## src/wad_pkg.sv

```systemverilog
package wad_pkg;

  // ************************************************************
  // Time base and link framing
  // ************************************************************
  localparam int unsigned CLK_HZ       = 250_000_000;
  localparam int unsigned BAUD_BPS     = 115200;
  localparam int unsigned BIT_CYC      = (CLK_HZ + BAUD_BPS / 2) / BAUD_BPS;
  localparam int unsigned DATA_BITS    = 8;
  localparam int unsigned STOP_BITS    = 1;
  localparam int unsigned DIV_W        = 12;
  localparam int unsigned BITCNT_W     = 4;

  // ************************************************************
  // Activation pattern timing
  // ************************************************************
  localparam int unsigned STEP_MIN_MS  = 10;
  localparam int unsigned SEQ_MAX_MS   = 5000;
  localparam int unsigned STEP_MIN_CYC = STEP_MIN_MS * (CLK_HZ / 1000);
  localparam int unsigned SEQ_MAX_CYC  = SEQ_MAX_MS * (CLK_HZ / 1000);
  localparam int unsigned TMR_W        = 31;

  // ************************************************************
  // Gripper address and activation command
  // ************************************************************
  localparam logic [3:0]  ADDR_MIN     = 4'h1;
  localparam logic [3:0]  ADDR_MAX     = 4'h9;
  localparam logic [7:0]  FN_WRITE     = 8'h10;
  localparam logic [7:0]  REG_HI       = 8'h03;
  localparam logic [7:0]  REG_LO       = 8'hE8;
  localparam logic [7:0]  CNT_HI       = 8'h00;
  localparam logic [7:0]  CNT_LO       = 8'h01;
  localparam logic [7:0]  NBYTES       = 8'h02;
  localparam logic [7:0]  ACT_HI       = 8'h01;
  localparam logic [7:0]  ACT_LO       = 8'h00;
  localparam logic [15:0] CRC_INIT     = 16'hFFFF;
  localparam logic [15:0] CRC_POLY     = 16'hA001;
  localparam int unsigned FRAME_LEN    = 11;
  localparam int unsigned IDX_W        = 4;
  localparam int unsigned FIFO_DEPTH   = 32;
  localparam logic        ACTIVE_RST   = 1'b0;

  typedef enum logic [2:0] {ST_WAIT, ST_LOW, ST_D0H, ST_D0L, ST_D1H} wad_state_e;

endpackage

```

## src/wad_detector.sv

```systemverilog
// Contract
// - Serial link runs at 115200 bits per second.
// - Characters are eight data, no parity, one stop.
// - Gripper bus address must lie in one..nine.
// - Whole pattern completes within five seconds.
// - Pattern ignored until gripper detection confirmed.
// - Valid pattern while active reactivates coupling.
// - Activation starts the gripper activation routine.
// - After power cycle or new device, stay inactive.
// - Steps: both low, in0 up/down, in1 up/down.
module wad_detector
  import wad_pkg::*;
#(
  parameter int unsigned STEP_MIN_CYC_P = STEP_MIN_CYC,
  parameter int unsigned SEQ_MAX_CYC_P  = SEQ_MAX_CYC,
  parameter int unsigned FIFO_DEPTH_P   = FIFO_DEPTH
) (
  input  wire logic       CORE_CLK,
  input  wire logic       SRST,
  input  wire logic       DIN0,
  input  wire logic       DIN1,
  input  wire logic       GRIP_DETECT,
  input  wire logic [3:0] GRIP_ADDR,
  output logic            LED_BLUE,
  output logic            COUPLING_ACTIVE,
  output logic            ACT_PULSE,
  output logic            ADDR_FAULT,
  output logic            UART_TX,
  output logic            TX_BUSY
);

  initial begin
    if (STEP_MIN_CYC_P < 1 || SEQ_MAX_CYC_P <= STEP_MIN_CYC_P || SEQ_MAX_CYC_P >= (1 << TMR_W)) begin
      $error("Pattern timing parameters out of range");
    end
  end

  localparam logic [TMR_W-1:0] MIN_C  = TMR_W'(STEP_MIN_CYC_P);
  localparam logic [TMR_W-1:0] MAX_C  = TMR_W'(SEQ_MAX_CYC_P);
  localparam logic [DIV_W-1:0] DIV_TOP = DIV_W'(BIT_CYC - 1);
  localparam logic [BITCNT_W-1:0] LAST_BIT = BITCNT_W'(DATA_BITS + STOP_BITS);
  localparam logic [IDX_W-1:0] LAST_IDX = IDX_W'(FRAME_LEN - 1);

  // ************************************************************
  // Pattern detector
  // ************************************************************
  wad_state_e       st_r, st_nxt;
  logic             d0_r, d1_r, det_r;
  logic [TMR_W-1:0] gap_r, tot_r;
  logic             active_r, act_pulse_r, led_r;

  wire rise0 = DIN0 && !d0_r;
  wire fall0 = !DIN0 && d0_r;
  wire rise1 = DIN1 && !d1_r;
  wire fall1 = !DIN1 && d1_r;
  wire any_edge = rise0 || fall0 || rise1 || fall1;
  wire exp_edge = (st_r == ST_LOW && rise0) || (st_r == ST_D0H && fall0) ||
                  (st_r == ST_D0L && rise1) || (st_r == ST_D1H && fall1);
  wire two_line = (rise0 || fall0) && (rise1 || fall1);
  wire stray    = any_edge && (!exp_edge || two_line);
  // The count restarts at zero on the step change, so it trails the hold by one.
  wire gap_ok   = gap_r >= MIN_C - 1'b1;
  wire late     = tot_r >= MAX_C;
  wire step_ok  = exp_edge && gap_ok && !late && !stray;
  wire addr_ok  = GRIP_ADDR >= ADDR_MIN && GRIP_ADDR <= ADDR_MAX;
  wire done     = GRIP_DETECT && st_r == ST_D1H && step_ok;
  wire act_go   = done && addr_ok;

  always_comb begin
    st_nxt = st_r;
    if (!GRIP_DETECT) begin
      st_nxt = ST_WAIT;
    end else begin
      case (st_r)
        ST_WAIT: begin
          if (!DIN0 && !DIN1) begin
            st_nxt = ST_LOW;
          end
        end
        ST_LOW, ST_D0H, ST_D0L, ST_D1H: begin
          if (late || stray || (exp_edge && !gap_ok)) begin
            st_nxt = ST_WAIT;
          end else if (exp_edge) begin
            case (st_r)
              ST_LOW:  st_nxt = ST_D0H;
              ST_D0H:  st_nxt = ST_D0L;
              ST_D0L:  st_nxt = ST_D1H;
              default: st_nxt = ST_WAIT;
            endcase
          end
        end
        default: st_nxt = ST_WAIT;
      endcase
    end
  end

  wire [TMR_W-1:0] gap_nxt = (st_nxt != st_r || st_r == ST_WAIT) ? '0 :
                             (gap_r == MAX_C) ? gap_r : gap_r + 1'b1;
  wire [TMR_W-1:0] tot_nxt = (st_nxt == ST_WAIT) ? '0 :
                             (tot_r == MAX_C) ? tot_r : tot_r + 1'b1;

  always_ff @(posedge CORE_CLK) begin
    if (SRST) begin
      st_r  <= ST_WAIT;
      gap_r <= '0;
      tot_r <= '0;
      d0_r  <= 1'b0;
      d1_r  <= 1'b0;
      det_r <= 1'b0;
      led_r <= 1'b0;
    end else begin
      st_r  <= st_nxt;
      gap_r <= gap_nxt;
      tot_r <= tot_nxt;
      d0_r  <= DIN0;
      d1_r  <= DIN1;
      det_r <= GRIP_DETECT;
      led_r <= GRIP_DETECT;
    end
  end

  wire active_nxt = act_go ? 1'b1 : (det_r && !GRIP_DETECT) ? 1'b0 : active_r;

  always_ff @(posedge CORE_CLK) begin
    if (SRST) begin
      active_r    <= ACTIVE_RST;
      act_pulse_r <= 1'b0;
    end else begin
      active_r    <= active_nxt;
      act_pulse_r <= act_go;
    end
  end

  // ************************************************************
  // Gripper activation command
  // ************************************************************
  function automatic logic [15:0] crc_byte(input logic [15:0] c, input logic [7:0] b);
    logic [15:0] v;
    v = c ^ {8'h00, b};
    for (int i = 0; i < 8; i++) begin
      v = v[0] ? ((v >> 1) ^ CRC_POLY) : (v >> 1);
    end
    return v;
  endfunction

  logic             pend_r, busy_r;
  logic [IDX_W-1:0] idx_r;
  logic [15:0]      crc_r;
  logic [3:0]       addr_r;
  logic [7:0]       cmd_byte;
  logic             f_in_ready, f_out_valid, f_out_ready;
  logic [7:0]       f_out_data;

  always_comb begin
    case (idx_r)
      4'h0:    cmd_byte = {4'h0, addr_r};
      4'h1:    cmd_byte = FN_WRITE;
      4'h2:    cmd_byte = REG_HI;
      4'h3:    cmd_byte = REG_LO;
      4'h4:    cmd_byte = CNT_HI;
      4'h5:    cmd_byte = CNT_LO;
      4'h6:    cmd_byte = NBYTES;
      4'h7:    cmd_byte = ACT_HI;
      4'h8:    cmd_byte = ACT_LO;
      4'h9:    cmd_byte = crc_r[7:0];
      default: cmd_byte = crc_r[15:8];
    endcase
  end

  wire push  = busy_r && f_in_ready;
  wire start = pend_r && !busy_r;
  wire crc_hold = idx_r >= IDX_W'(FRAME_LEN - 2);

  // A new activation during a frame is held and sent whole afterwards, never spliced in.
  always_ff @(posedge CORE_CLK) begin
    if (SRST) begin
      pend_r <= 1'b0;
      busy_r <= 1'b0;
      idx_r  <= '0;
      crc_r  <= CRC_INIT;
      addr_r <= 4'h0;
    end else begin
      pend_r <= act_go || (pend_r && !start);
      // Keep the address that passed the range check; later pin changes cannot reach the frame.
      addr_r <= act_go ? GRIP_ADDR : addr_r;
      if (start) begin
        busy_r <= 1'b1;
        idx_r  <= '0;
        crc_r  <= CRC_INIT;
      end else if (push) begin
        idx_r  <= idx_r + 1'b1;
        crc_r  <= crc_hold ? crc_r : crc_byte(crc_r, cmd_byte);
        busy_r <= idx_r != LAST_IDX;
      end
    end
  end

  wad_fifo #(.WIDTH(8), .DEPTH(FIFO_DEPTH_P)) i_wad_fifo (
    .CORE_CLK  (CORE_CLK),
    .SRST      (SRST),
    .in_valid  (busy_r),
    .in_ready  (f_in_ready),
    .in_data   (cmd_byte),
    .out_valid (f_out_valid),
    .out_ready (f_out_ready),
    .out_data  (f_out_data)
  );

  // ************************************************************
  // Serial transmitter
  // ************************************************************
  logic                tx_busy_r;
  logic [9:0]          shift_r;
  logic [DIV_W-1:0]    div_r;
  logic [BITCNT_W-1:0] bit_r;

  assign f_out_ready = !tx_busy_r;
  wire take    = f_out_valid && !tx_busy_r;
  wire bit_end = tx_busy_r && div_r == DIV_TOP;

  always_ff @(posedge CORE_CLK) begin
    if (SRST) begin
      tx_busy_r <= 1'b0;
      shift_r   <= 10'h3FF;
      div_r     <= '0;
      bit_r     <= '0;
    end else if (take) begin
      tx_busy_r <= 1'b1;
      shift_r   <= {1'b1, f_out_data, 1'b0};
      div_r     <= '0;
      bit_r     <= '0;
    end else if (bit_end) begin
      shift_r   <= {1'b1, shift_r[9:1]};
      div_r     <= '0;
      bit_r     <= bit_r + 1'b1;
      tx_busy_r <= bit_r != LAST_BIT;
    end else if (tx_busy_r) begin
      div_r <= div_r + 1'b1;
    end
  end

  assign UART_TX         = shift_r[0];
  assign TX_BUSY         = tx_busy_r || busy_r || pend_r || f_out_valid;
  assign LED_BLUE        = led_r;
  assign COUPLING_ACTIVE = active_r;
  assign ACT_PULSE       = act_pulse_r;
  assign ADDR_FAULT      = !addr_ok;
endmodule

```

## src/wad_fifo.sv

```systemverilog
module wad_fifo #(
  parameter int unsigned WIDTH = 8,
  parameter int unsigned DEPTH = 32
) (
  input  wire logic             CORE_CLK,
  input  wire logic             SRST,
  input  wire logic             in_valid,
  output logic                  in_ready,
  input  wire logic [WIDTH-1:0] in_data,
  output logic                  out_valid,
  input  wire logic             out_ready,
  output logic [WIDTH-1:0]      out_data
);

  localparam int unsigned AW = $clog2(DEPTH);

  initial begin
    if (DEPTH < 2 || (1 << AW) != DEPTH || WIDTH < 1) begin
      $error("FIFO depth must be a power of two of at least two");
    end
  end

  logic [WIDTH-1:0] mem [DEPTH];
  logic [AW:0]      wr_r;
  logic [AW:0]      rd_r;
  wire              full  = (wr_r[AW] != rd_r[AW]) && (wr_r[AW-1:0] == rd_r[AW-1:0]);
  wire              empty = (wr_r == rd_r);
  wire              push  = in_valid && !full;
  wire              pop   = out_ready && !empty;

  assign in_ready  = !full;
  assign out_valid = !empty;
  assign out_data  = mem[rd_r[AW-1:0]];

  always_ff @(posedge CORE_CLK) begin
    if (push) begin
      mem[wr_r[AW-1:0]] <= in_data;
    end
  end

  always_ff @(posedge CORE_CLK) begin
    if (SRST) begin
      wr_r <= '0;
      rd_r <= '0;
    end else begin
      wr_r <= wr_r + (AW+1)'(push);
      rd_r <= rd_r + (AW+1)'(pop);
    end
  end
endmodule

```

## config.mk

```make
export PLATFORM = sky130hd
export DESIGN_NAME = wad_detector
export DESIGN_NICKNAME = d
export VERILOG_FILES = /design/src/wad_pkg.sv /design/src/wad_detector.sv /design/src/wad_fifo.sv
export SDC_FILE = /design/constraint.sdc
export NUM_CORES = 1
export LEC_CHECK = 0
export ABC_AREA = 1
export BUFFER_PORTS_ARGS = -buffer_cell sky130_fd_sc_hd__buf_2
export CAP_MARGIN = 5
export CELL_PAD_IN_SITES_DETAIL_PLACEMENT = 0
export CELL_PAD_IN_SITES_GLOBAL_PLACEMENT = 1
export CORE_ASPECT_RATIO = 0.9
export CORE_UTILIZATION = 50
export CTS_CLUSTER_DIAMETER = 120
export CTS_CLUSTER_SIZE = 28
export DETAILED_ROUTE_END_ITERATION = 7
export GPL_TIMING_DRIVEN = 0
export PLACE_DENSITY = 0.9
export RECOVER_POWER = 50
export SLEW_MARGIN = 0
export SYNTH_ARGS = -nofsm -noshare
export SYNTH_HDL_FRONTEND = slang
export SYNTH_HIERARCHICAL = 1
export SYNTH_SLANG_ARGS = --single-unit
```

## constraint.sdc

```tcl
create_clock -name CORE_CLK -period 2.8 [get_ports CORE_CLK]
set_input_delay 0.28 -clock CORE_CLK [delete_from_list [all_inputs] [get_ports CORE_CLK]]
set_output_delay 0.28 -clock CORE_CLK [all_outputs]
set_load 0.03 [all_outputs]
```

==> Yosys cells after proc, flatten, opt, wreduce, memory -nomap -nowiden <==
Memory sizes are Yosys's and may differ from the RTL's. A register that Yosys moved wholly into a read port is not among the register bits.
Cells that the tools add are included.
{ "classes": {"addsub": 7, "magnitude_cmp": 5, "eq_ne": 22, "reduce_logical": 71, "bitwise": 10, "mux": 26} }
{ "op_table": {"columns": ["operator", "n"], "rows": [
  ["$mux 16", 8],
  ["$pmux 8 s8", 1],
  ["$add 31x1->31 const B", 2],
  ["$eq 31x31->1 const B", 2],
  ["$ge 31x22->1 const B", 1],
  ["$ge 31x31->1 const B", 1],
  ["$logic_and 1x1->1", 26],
  ["$not 2->3", 8],
  ["$mux 9", 2],
  ["$eq 4x3->1 const B", 4],
  ["$xor 16x8->16", 1],
  ["$logic_not 1->1", 15],
  ["$logic_or 1x1->1", 15],
  ["$add 12x1->12 const B", 1],
  ["$add 6x1->6", 2],
  ["$eq 12x12->1 const B", 1],
  ["$mux 3", 4],
  ["$reduce_or 2->1", 6],
  ["$pmux 3 s3", 1],
  ["$add 4x1->4 const B", 2],
  ["$eq 4x2->1 const B", 2],
  ["$eq 4x4->1 const B", 2],
  ["$mux 1", 8],
  ["$ne 4x4->1 const B", 2],
  ["20 further kinds", 24]
]} }
{ "totals": {"ramBits": 256, "mem_count": 1, "output_inout_bits": 6, "inputBits": 9, "reg_bits": 134} }
{ "memory_table": {"columns": ["memory", "depth", "width", "rd", "rd_clocked_by_memory_dff", "wr", "line", "text"], "rows": [
  ["i_wad_fifo.mem", 32, 8, 1, 1, 1, "wad_fifo.sv:23", "logic [WIDTH-1:0] mem [DEPTH];"]
]} }

==> Depth between registers and ports, before layout <==
Gate-level depths: netlist (run 1).
{ "depth": {"depth_word": 20, "mapped_depth": 21, "ltp_nobuf": 21} }

==> Hierarchy <==
The synthesis (run 1) kept the hierarchy.
{ "modules_own_cells": {"columns": ["mod", "n_inst", "cells_per_inst", "area_per_inst_um2", "seq_area_each_um2"], "rows": [
  ["wad_fifo", 1, 1028, 11222.0, 7927.6],
  ["wad_detector", 1, 994, 7016.7, 2442.3]
]} }

==> Worst setup path after synthesis (run 1) <==
Ideal clock, no wire load.
{ "synth_timing": {"kind": "reg2reg", "startpoint": "register idx_r[1]", "endpoint": "register crc_r[0]", "setup_slack_ns": 0.273, "stages_incl_launch_ff": 21, "arrival_ns": 2.412, "path_buffers": 0, "cell_sequence": "dfxtp_1 inv_1 ha_1 inv_1 nand2_1 nand2_1 nand3_2 nor2_8 nand2_2 nand2_1 nand2_1 nand2_1 nand2_1 nand2_1 nand2_1 nand2_1 nand2_1 nand3_2 nand3_1 nand3_1 nand2_1"} }
{ "synth_between": {"elab_chain_cells": 13} }
{ "synth_rtl": {"columns": ["element", "line", "text"], "rows": [
  ["from (decl)", "wad_detector.sv:147", "logic [IDX_W-1:0] idx_r;"],
  ["from (signal assigned)", "wad_detector.sv:191", "idx_r <= idx_r + 1'b1;"],
  ["$eq 4x4->1 or $eq 4x3->1 (tied branches)", "wad_detector.sv:155", "case (idx_r)"],
  ["$reduce_or 2->1 (no source line)", null, null],
  ["$pmux 8 s8 *", "wad_detector.sv:155", null],
  ["net cmd_byte[2]", "wad_detector.sv:150", "logic [7:0] cmd_byte;"],
  ["$xor 16x8->16 *", "wad_detector.sv:139", "v = c ^ {8'h00, b};"],
  ["$mux 16 *", "wad_detector.sv:141", "v = v[0] ? ((v >> 1) ^ CRC_POLY) : (v >> 1);"],
  ["$not 2->3 (no source line)", null, null],
  ["$mux 16 * (7 in series)", "wad_detector.sv:141", null],
  ["to (signal assigned)", "wad_detector.sv:192", "crc_r <= crc_hold ? crc_r : crc_byte(crc_r, cmd_byte);"],
  ["to (decl)", "wad_detector.sv:148", "logic [15:0] crc_r;"]
]} }
Mark *: on every way through the listed nets, which the timed path passes. The rest lies on a longest branch.
A chain may end at the register's enable or synchronous reset.

==> Worst setup path in the final report (run 1) <==
{ "layout_timing": {"startpoint": "register idx_r[1]", "endpoint": "register crc_r[0]"} }
{ "layout_between": {"elab_chain_cells": 13} }
{ "layout_rtl": {"columns": ["element", "line"], "rows": [
  ["$eq 4x4->1 or $eq 4x3->1 (tied branches)", "wad_detector.sv:155"],
  ["$reduce_or 2->1 (no source line)", null],
  ["$pmux 8 s8 *", "wad_detector.sv:155"],
  ["net cmd_byte[6]", "wad_detector.sv:150"],
  ["$xor 16x8->16 *", "wad_detector.sv:139"],
  ["$mux 16 * (5 in series)", "wad_detector.sv:141"],
  ["$not 2->3 (no source line)", null],
  ["$mux 16 * (3 in series)", "wad_detector.sv:141"]
]} }
Marks and branches as above.

==> results of run 1 <==
cells by family (layout without fill, tap and decap cells):
group,Yosys count,count (layout),synth area share [%]
DFF,390,390,56.9
AOI/OAI and AO/OA,127,127,4.26
and+or+nand+nor,1205,1211,29.8
muxes,1,1,0.0549
adders and majority gates,20,20,1.37
buffers and inverters,234,287,5.47
xor gates and xnor gates,45,45,2.16
where the power goes:
part | total, W | internal (W) | switching [W]
registers | 0.00610 | 0.00608 | 0.0000193
clock network | 0.00289 | 0.00117 | 0.00172
logic | 0.000871 | 0.000239 | 0.000632
path summary, 6_finish.rpt:
check	end
worst max-delay path	crc_r[0]$_SDFFE_PP1P_
worst max register to register	crc_r[0]$_SDFFE_PP1P_
worst min-delay path	d0_r$_SDFF_PP0_
worst min register to register	COUPLING_ACTIVE$_SDFFE_PP0P_
stage by stage:
stage,worst slack [ps],std cells,setup TNS (ps),area [sq um]
2_1_floorplan,273,2022,0,18200
3_3_place_gp,-504,2505,-1430,18900
3_5_place_dp,-635,2505,-1970,18900
4_1_cts,2.89,2542,0,19500
5_1_grt,-117,2550,-143,19700
6_report,71.0,2550,0,19700
worst min-delay path, delay by kind of cell:
kind	cells	cell delay, ps
buffers and inverters	2	170
AND/OR/NAND/NOR	1	80
layout by cell type (no fill, tap or decap), types with 4 or more instances in the layout:
| master | n |
|---|---|
| ha_1 | 19 |
| buf_6 | 6 |
| nor2_4 | 9 |
| nor3b_1 | 5 |
| or2_2 | 11 |
| o21ai_0 | 33 |
| nand2_1 | 611 |
| xor2_1 | 38 |
| clkbuf_16 | 17 |
| buf_4 | 17 |
| clkbuf_1 | 32 |
| a21oi_1 | 47 |
| nand2_8 | 6 |
| inv_1 | 147 |
| nand3_1 | 259 |
| xnor2_1 | 7 |
| o21a_1 | 4 |
| nor2_1 | 146 |
| inv_2 | 8 |
| edfxtp_1 | 256 |
| nand4_1 | 29 |
| buf_1 | 9 |
| nor3_1 | 37 |
| nand3_2 | 13 |
| buf_2 | 45 |
| dfxtp_1 | 132 |
| nor4_1 | 14 |
| o211ai_1 | 12 |
| a21oi_2 | 12 |
| nor2_2 | 30 |
| nand2_4 | 12 |
| nand2_2 | 15 |
| o2111ai_1 | 6 |
per-layer routing:
metal  wire, um  GRT usage [%]  part of all wire, %
met1      20600           34.6                   43
met2      22200           41.7                   47
met4       1490           6.68                  3.1
met5          0              0                    0
met3       3170           2.43                  6.7
timing repair:
item	CTS	global route
gates resized for setup	18	22
pin swaps	3	4
gates cloned	2	5
setup buffers	6	3
setup endpoints to repair	38	52
flip-flops by register name, summed over array words and instances (netlist names), 6 cells and up:
register,cells
i_wad_fifo/wr_r,6
div_r,12
tot_r,31
i_wad_fifo/rd_r,6
gap_r,31
i_wad_fifo/mem,256
shift_r,9
crc_r,16
layout make-up:
type,instances,area [sq um]
inverter,160,631
multi-input combinational,1404,7090
tap,469,587
buffer,74,398
fill,3239,15800
timing repair buffer,23,131
timing repair inverter,1,7.51
sequential,390,10400
clock buffer,29,470
==> results.md, run 1 <==
- Outcome: completed
- Post-detail-place hpwl: approximately 31000 um
- Tot GR Track Use: approximately a quarter
- Top cells by count, synth: nand2_1, nand3_1, edfxtp_1, nor2_1, inv_1
- Vias per cell: roughly 5.6
- WP data required: between 3000 and 4000 ps
- Static Leak: roughly 7.4 nW
- Synthesized area per cell: ~9 sq um
- Crit-path max FO: 34
- Core area: roughly 35000 sq um
- Most common cell in the netlist: nand2_1
- Hold slack: around 34 ps
- Hold Crit Class: input port to flop
- Clock skew: ~23 ps
- Crit share post-route: between 90 and 100%
- Least-Margin Pin Slew: 1040 ps
- Yosys top cell by area: edfxtp_1
- Fraction of layout cells with a size suffix above 1: between 10% and 20%
- Die height: between 150 and 200 um
- Vias: ~14000
- Critical path class: flop to flop
- DRC Markers: 0
- CP Capture Type: flop
- Slew margin rel.: between 30% and 40%
- Area growth, synth to finish: 7.92%
- PwrDens: around 500 nW/um^2
- CP max-delay cell: dfxtp_2
- Die W: 203 um
- Top FF cell, synth: edfxtp_1
- Worst r2r src: idx_r[1]$_SDFFE_PP0P_
- Pin count of the biggest net entering global routing: 35
- Final Critical Period: roughly 2700 ps
- Vias in the first global route: 13251
- Final WL: approximately 47000 um
- Synthesized Nets: between 2000 and 2500
- Antenna Cells: 0
- Routability Congestion: a little over 0.9
- Post-Synthesis Cells: around 2000
- Critical path buffers and inverters: 4
- Number of synthesized flops with an enable pin: about 260
- Iteration-0 DRC Markers: about 1400
- Yosys reg bits: 390
- Pins Over Slew Limit: 0
- RSZ-0062 raised after global routing: yes
- Kind of cell adding the most delay to the critical path: simple AND/OR/NAND/NOR gates
- Worst hold stages: 3
- Root Buffer: clkbuf_16
- Area of the mapped netlist: about 18000 sq um
- H-tree levels: 1
- Clock Sinks: 390
- FFs w/ async S/R, synth: 0%
- Overflow after GRT: 0
- CP Cell Sequence: inv_1, ha_2, inv_1, nand2_1, nand2_1, nand3_2, nor2_8, buf_4, nand2_2, nand2_1, bufinv_16, nand2_1, nand2_2, nand3_1, nand2_1, nand2_1, nand3_2, nand2_2, nand2_1, nand3_1, nand2_1
- Worst-case reg-to-reg path depth: 21
- Maximum clock insertion buffer count: 3
- Worst path depth: 21
- Site row count: 65
- IO Pins: 15
- Routed WL per cell: approximately 19 um
- Port bufs: 14
- Die footprint: roughly 37000 sq um
- Synth warnings: 6
- Core Util, Final: between 50% and 60%
- Initial antenna violation count: 0
- CP startpoint: idx_r[1]$_SDFFE_PP0P_
- Hold Vio Cnt, Final: 0
- CTS Buf Count: 17
- CTS tree: yes
- Synth top area cells: edfxtp_1, dfxtp_1, nand2_1
- DRT Pass-1 Iters: 5
- R2r setup slk: between 70 and 80 ps
- Register area share after synthesis: a little under three fifths
- Clk pin slew, worst setup/hold paths: roughly 110 ps
- First-pass GRT wire length: 71800 um
- Setup crit start kind: flop
- Final setup fails: 0
- Net count, final: between 2000 and 2500
- Max-cap violations: 0
- Crit path top cell by count: nand2_1
- Post-DRT Antenna Nets: 0
- Worst skew pair latency: 530 ps
- Starting density of the core: between 50% and 60%
- Max Fclk: about 0.37 GHz
- Crit path DAT: 3160 ps
- Total Power: just under 0.01 W
- Post-synth cell types: 50
- Synth top area share: between 40% and 50%
- CP peak stage delay: approximately 380 ps
- CTS hold repair buffers: 0
- Worst hold start: DIN0
- Peak supply drop: 0.000315 V
No activity file was read; power rests on OpenSTA's default activity.
==> run 2: changes to the inputs <==
PLACE_DENSITY = not set   (was 0.9)
PLACE_DENSITY_LB_ADDON = 0.08   (was not set)
RECOVER_POWER = not set   (was 50)
==> run 2 against run 1 <==
  * Combinational power rose by 0.5%
  * Clock-buffer cell count did not move
  * Sequential share of layout area fell by 0.16 points
  * Maximum frequency rose by 1.0%
  * Flip-flop and latch count did not move
  * Design area rose by 0.29%
  * Worst setup slack improved by 28 ps
  * Utilization rose by 0.16 points
  * Clock skew fell by 6.9 ps
==> results.md, run 2 (synthesis gave the netlist of run 1 again) <==
- Outcome: completed
- Fraction of layout cells with a size suffix above 1: 11.4% (+0.69 points)
- Final WL: 47300 um (-0.22%)
- Register share of total power: 61.7% (-0.2 points)
- Pins Over Slew Limit: 0 (unchanged)
- CP Cell Sequence: inv_1, ha_1, nand2_1, nand2_1, nand2_2, nand3_2, buf_4, o21ai_2, clkinvlp_4
- Max Fclk: 0.370 GHz (+1.0%)
- First-pass GRT wire length: 71100 um (-1.0%)
- Port bufs: 14 (unchanged)
- Routability Congestion: 0.892 (-1.5%)
- Setup crit start kind: flop
- Die height: 183 um (unchanged)
- Clk pin slew, worst setup/hold paths: 100 ps (about the same)
- Commonest non-fill, non-tap cell in the layout: nand2_1
- Static Leak: 7.43 nW (+0.70%)
- Part of the power in combinational logic: 8.9% (about the same)
- Crit path DAT: 2810 ps (-350 ps)
- Least-Margin Pin Slew: 1010 ps (-30.3 ps)
- Routed WL per cell: 18.5 um (-0.42%)
- Antenna Cells: 0 (unchanged)
- P_sw: 0.00237 W (unchanged)
- Total Power: 0.00989 W (+0.27%)
- WP data required: 2900 ps (-330 ps)
- Hold Vio Cnt, Final: 0 (unchanged)
- Final setup fails: 0 (unchanged)
- Tot GR Track Use: 25.1% (+0.14 points)
- DRT Pass-1 Iters: 5 (unchanged)
- Most frequent cells in the layout: nand2_1, nand3_1, edfxtp_1, inv_1, nor2_1
- Maximum clock insertion buffer count: 3 (unchanged)
- Clock Sinks: 390 (unchanged)
- Core Util, Final: 55.7% (+0.16 points)
- Root Buffer: clkbuf_16
- Vias: 13783 (-2.8%)
- Sw Ratio: 24.0% (-0.065 points)
- Crit-path max FO: 16 (-53%)
- Setup ws final: 98.9 ps (+27.8 ps)
- Hold Crit Class: input port to flop
- Site row count: 65 (unchanged)
- Die W: 203 um (unchanged)
- Kind of cell adding the most delay to the critical path: buffers and inverters
- CTS tree: yes
- Post-detail-place hpwl: 32000 um (+2.6%)
- CP max-delay cell: clkinvlp_4
- Area growth, synth to finish: 8.23%
- Clock skew: 16.2 ps (-6.89 ps)
- Internal power: 0.00752 W (+0.36%)
- Peak supply drop: 0.000312 V (-1.1%)
- CTS Buf Count: 17 (unchanged)
- Max-cap violations: 0 (unchanged)
- RSZ-0062 raised after global routing: yes
- Pin count of the biggest net entering global routing: 35 (unchanged)
- Final Critical Period: 2700 ps (-27.8 ps)
- FILL cells: 3264 (+0.77%)
- CP Capture Type: flop
- Clock power frac: 29.4% (about the same)
- Vias per cell: 5.39 (-2.9%)
- Vias in the first global route: 12795 (-3.4%)
- Core area: 35500 sq um (unchanged)
- DRC Markers: 0 (unchanged)
- Die footprint: 37200 sq um (unchanged)
- CP peak stage delay: 570 ps (+190 ps)
- Setup WS pre-CTS: -635 ps (-0.643 ps)
- H-tree levels: 1 (unchanged)
- PwrDens: 501 nW/um^2 (about the same)
- IO Pins: 15 (unchanged)
- Post-DRT Antenna Nets: 0 (unchanged)
- Max reg flops: 256 (unchanged)
- Iteration-0 DRC Markers: 1136 (-19%)
- Overflow after GRT: 0 (unchanged)
- Crit path top cell by count: nand2_1
- Slew margin rel.: 32.2% (+2.0 points)
- Starting density of the core: 51.4% (unchanged)
- Net count, final: 2105 (+0.24%)
- Critical path class: flop to flop
- Initial antenna violation count: 2 (+2)
- Crit share post-route: 96.5% (-0.99 points)
- Critical path buffers and inverters: 3 (-1)
- Worst skew pair latency: 530 ps (about the same)
run 2: changes by cell type in the layout (fill, tap and decap cells not counted), sizes merged:
cell and change:
buf +10, clkbuf -5, dlygate4sd3 +1, nand2 -1
run 2: worst reg2reg max path, delay by kind of cell, from the launching register on:
kind | cells | cell delay (ps)
fa+ha+maj | 1 | 230
compound gates | 1 | 390
flops | 1 | 400
buf+inv | 3 | 850
simple gates | 4 | 410
run 2: timing repair:
item	CTS	global route
resized for setup	22	21
hold endpoints to repair	1	0
gates cloned	2	4
pin swaps	0	7
buffers inserted	0	14
hold buffers	1	0
endpoints found under the setup margin	73	88
run 2: cell type report:
type / instances / area, sq um / share of cell area, %
Multi-Input combinational cell: 1403 / 7080 / 35.9
Timing Repair inverter: 1 / 7.51 / 0.0380
Tap cell: 469 / 587 / 2.97
Timing Repair Buffer: 29 / 185 / 0.938
Inverter: 160 / 631 / 3.19
Clock buffer: 29 / 480 / 2.43
Buffer: 74 / 398 / 2.02
Sequential cell: 390 / 10400 / 52.5
run 2: metal layers:
layer,share of wire [%],global-route usage (%)
met2,46,41.1
met1,44,34.5
met5,0,0
met4,3.2,8.39
met3,6.9,3.18
run 2: final timing paths:
path,depth (start not counted),startpoint,to,slack (ps)
setup / recovery,9,idx_r[0]$_SDFFE_PP0P_,i_wad_fifo/mem[18][7]$_DFFE_PP_,100
hold / removal,3,GRIP_ADDR[2],addr_r[2]$_SDFFE_PP0P_,30
setup reg to reg,9,idx_r[0]$_SDFFE_PP0P_,i_wad_fifo/mem[18][7]$_DFFE_PP_,100
hold reg to reg,2,COUPLING_ACTIVE$_SDFFE_PP0P_,COUPLING_ACTIVE$_SDFFE_PP0P_,480
run 2: stage by stage:
| stage | instances | cell area [sq um] | hold WS, ps | TNS, ps |
|---|---|---|---|---|
| final | 2555 | 19700 | 34.6 | 0 |
| after global routing | 2555 | 19700 | 33.3 | -34.3 |
| after CTS | 2537 | 19500 | 12.2 | -45.5 |
| after detailed placement | 2505 | 18900 | 456 | -5190 |
| after global placement | 2505 | 18900 | 450 | -3330 |
| after floorplan | 2022 | 18200 | 416 | 0 |
run 2: power groups by stage:
stage	sequential, W	clock (W)	combinational (W)
2_1_floorplan	0.00623	0	0.000562
3_3_place_gp	0.00623	0	0.000862
3_5_place_dp	0.00623	0	0.000867
4_1_cts	0.00610	0.00300	0.000872
5_1_grt	0.00611	0.00316	0.000970
6_report	0.00610	0.00291	0.000875
==> run 3: changes to the inputs <==
CELL_PAD_IN_SITES_DETAIL_PLACEMENT = not set   (was 0)
CELL_PAD_IN_SITES_GLOBAL_PLACEMENT = not set   (was 1)
MAX_ROUTING_LAYER = met4   (was not set)
==> run 3 against run 2 <==
  * Critical path depth unchanged
  * Maximum frequency increased by 2.2%
  * Die area unchanged
  * Critical endpoint is now i_wad_fifo/mem[20][7]$_DFFE_PP_
==> results.md, run 3 (synthesis gave the netlist of run 1 again) <==
- FILL cells: 3263 (-0.031%)
- Routed WL per cell: 18.9 um (+2.1%)
- Clock skew: 34.3 ps (+18.1 ps)
- Vias in the first global route: 12701 (-0.73%)
- Pins Over Slew Limit: 0 (unchanged)
- Most frequent cells in the layout: nand2_1, nand3_1, edfxtp_1, inv_1, nor2_1
- Post-detail-place hpwl: 31800 um (-0.72%)
- Core Util, Final: 55.9% (+0.19 points)
- Placed Cells: 2505 (unchanged)
- Max Fclk: 0.378 GHz (+2.2%)
- Max-cap violations: 0 (unchanged)
- Vias: 14119 (+2.4%)
- Post-DRT Antenna Nets: 0 (unchanged)
- Outcome: completed
- Root Buffer: clkbuf_16
- Least-Margin Pin Slew: 979 ps (-34.5 ps)
- CP max-delay cell: clkinvlp_4
- Final Critical Period: 2640 ps (-59.1 ps)
- Worst hold stages: 3 (unchanged)
- WP data required: 2960 ps (+60 ps)
- Net count, final: 2114 (+0.43%)
- Crit-path max FO: 16 (unchanged)
- Clk pin slew, worst setup/hold paths: 110 ps (about the same)
- Max reg flops: 256 (unchanged)
- Die height: 183 um (unchanged)
- IO Pins: 15 (unchanged)
- CP Capture Type: flop
- Kind of cell adding the most delay to the critical path: buffers and inverters
- Initial antenna violation count: 3 (+1)
- Peak supply drop: 0.000356 V (+14%)
- Overflow after GRT: 0 (unchanged)
- Commonest non-fill, non-tap cell in the layout: nand2_1
- Site row count: 65 (unchanged)
- DRC Markers: 0 (unchanged)
- CTS tree: yes
- Tot GR Track Use: 25.9% (+0.87 points)
- DRT Pass-1 Iters: 5 (unchanged)
- Core area: 35500 sq um (unchanged)
- Worst skew pair latency: 550 ps (+20 ps)
- CTS Buf Count: 17 (unchanged)
- Slew margin rel.: 34.5% (+2.3 points)
- Non-Filler Instances: 2565 (+0.39%)
- Worst-case reg-to-reg path depth: 9 (unchanged)
- Starting density of the core: 51.4% (unchanged)
- CP Cell Sequence: inv_1, ha_1, inv_1, nor2_2, nor2_2, nand3_2, buf_4, o21ai_2, clkinvlp_4
- Crit path DAT: 2810 ps (about the same)
- Hold slack: 25.9 ps (-8.67 ps)
- R2r setup slk: 160 ps (+60 ps)
- Hold Vio Cnt, Final: 0 (unchanged)
- FF-to-FF End: i_wad_fifo/mem[20][7]$_DFFE_PP_
- Critical path class: flop to flop
- Fraction of layout cells with a size suffix above 1: 11.7% (+0.28 points)
- Iteration-0 DRC Markers: 1535 (+35%)
- Hold Crit Class: input port to flop
- Vias per cell: 5.50 (+2.0%)
- Die footprint: 37200 sq um (unchanged)
- Crit share post-route: 94.4% (-2.1 points)
- Final WL: 48500 um (+2.5%)
- Clock Sinks: 390 (unchanged)
- Worst hold endpoint: addr_r[2]$_SDFFE_PP0P_
- Setup crit start kind: flop
- Die W: 203 um (unchanged)
- First-pass GRT wire length: 72300 um (+1.7%)
- CP peak stage delay: 510 ps (-60 ps)
- RSZ-0062 raised after global routing: yes
- Static Leak: 7.47 nW (+0.63%)
- Port bufs: 14 (unchanged)
- Worst hold start: GRIP_ADDR[2]
- Critical path buffers and inverters: 4 (+1)
- Worst r2r src: idx_r[1]$_SDFFE_PP0P_
- Routability Congestion: 0.935 (+4.8%)
- Antenna Cells: 0 (unchanged)
- Area growth, synth to finish: 8.60%
- H-tree levels: 1 (unchanged)
- PwrDens: 501 nW/um^2 (+0.11%)
- Maximum clock insertion buffer count: 3 (unchanged)
- Final setup fails: 0 (unchanged)
- Pin count of the biggest net entering global routing: 35 (unchanged)
-- run 3: cell types whose count changed in the layout (fill, tap and decap cells not counted), sizes merged --
cell | before | now
bufinv | 1 | 0
inv | 155 | 159
nand2 | 643 | 644
buf | 87 | 94
clkbuf | 44 | 43
-- run 3: worst max-delay path by stage --
stage / to / slack [ps] / start / cells past startpoint
5_1_grt: crc_r[0]$_SDFFE_PP1P_ / -50 / idx_r[1]$_SDFFE_PP0P_ / 21
2_1_floorplan: crc_r[0]$_SDFFE_PP1P_ / 270 / idx_r[1]$_SDFFE_PP0P_ / 20
3_5_place_dp: crc_r[0]$_SDFFE_PP1P_ / -580 / idx_r[1]$_SDFFE_PP0P_ / 20
3_3_place_gp: crc_r[0]$_SDFFE_PP1P_ / -550 / idx_r[1]$_SDFFE_PP0P_ / 20
4_1_cts: crc_r[0]$_SDFFE_PP1P_ / -40 / idx_r[1]$_SDFFE_PP0P_ / 20
6_report: i_wad_fifo/mem[20][7]$_DFFE_PP_ / 160 / idx_r[1]$_SDFFE_PP0P_ / 9
-- run 3: through the flow --
step / total power, W / setup WS (ps) / cell area, sq um / setup TNS, ps
6_report: 0.00993 / 158 / 19800 / 0
3_3_place_gp: 0.00708 / -548 / 18900 / -1700
2_1_floorplan: 0.00680 / 273 / 18200 / 0
5_1_grt: 0.0103 / -49.1 / 19800 / -49.1
3_5_place_dp: 0.00709 / -582 / 18900 / -2510
4_1_cts: 0.00999 / -39.9 / 19500 / -39.9
-- run 3: where the power goes --
| group | switching, W | internal [W] | total (W) |
|---|---|---|---|
| logic | 0.000636 | 0.000241 | 0.000877 |
| registers | 0.0000194 | 0.00608 | 0.00610 |
| clock network | 0.00178 | 0.00117 | 0.00295 |
| total | 0.00243 | 0.00750 | 0.00993 |
-- run 3: layout make-up --
type                       count  area (sq um)  area share, %
sequential                   390         10400           52.4
multi-input combinational   1404          7100           35.8
inverter                     160           621           3.13
tap                          469           587           2.96
clock buffer                  28           467           2.36
buffer                        74           398           2.01
timing repair buffer          36           238           1.20
timing repair inverter         2          16.3         0.0821
clock inverter                 2          12.5         0.0632
-- run 3: worst min-delay path, cell delays in order --
cell,delay [ps]
buf_2,100
o21ai_0,90
nor2_1,80
-- run 3: layer usage --
metal  part of all wire (%)  vias to the layer above  track usage, %
li1                       -                     6880               -
met1                     47                     6676            40.4
met2                     42                      507            35.9
met3                    9.1                       56            3.06
met4                    2.1                        0            5.35
met5                      0                        -               -
-- run 3: what timing repair did --
action,in CTS,in global routing
setup endpoints to repair,52,36
setup buffers,0,21
hold buffers,1,0
hold endpoints to repair,1,0
gates cloned,1,7
pin swaps,0,7
resized for setup,20,22
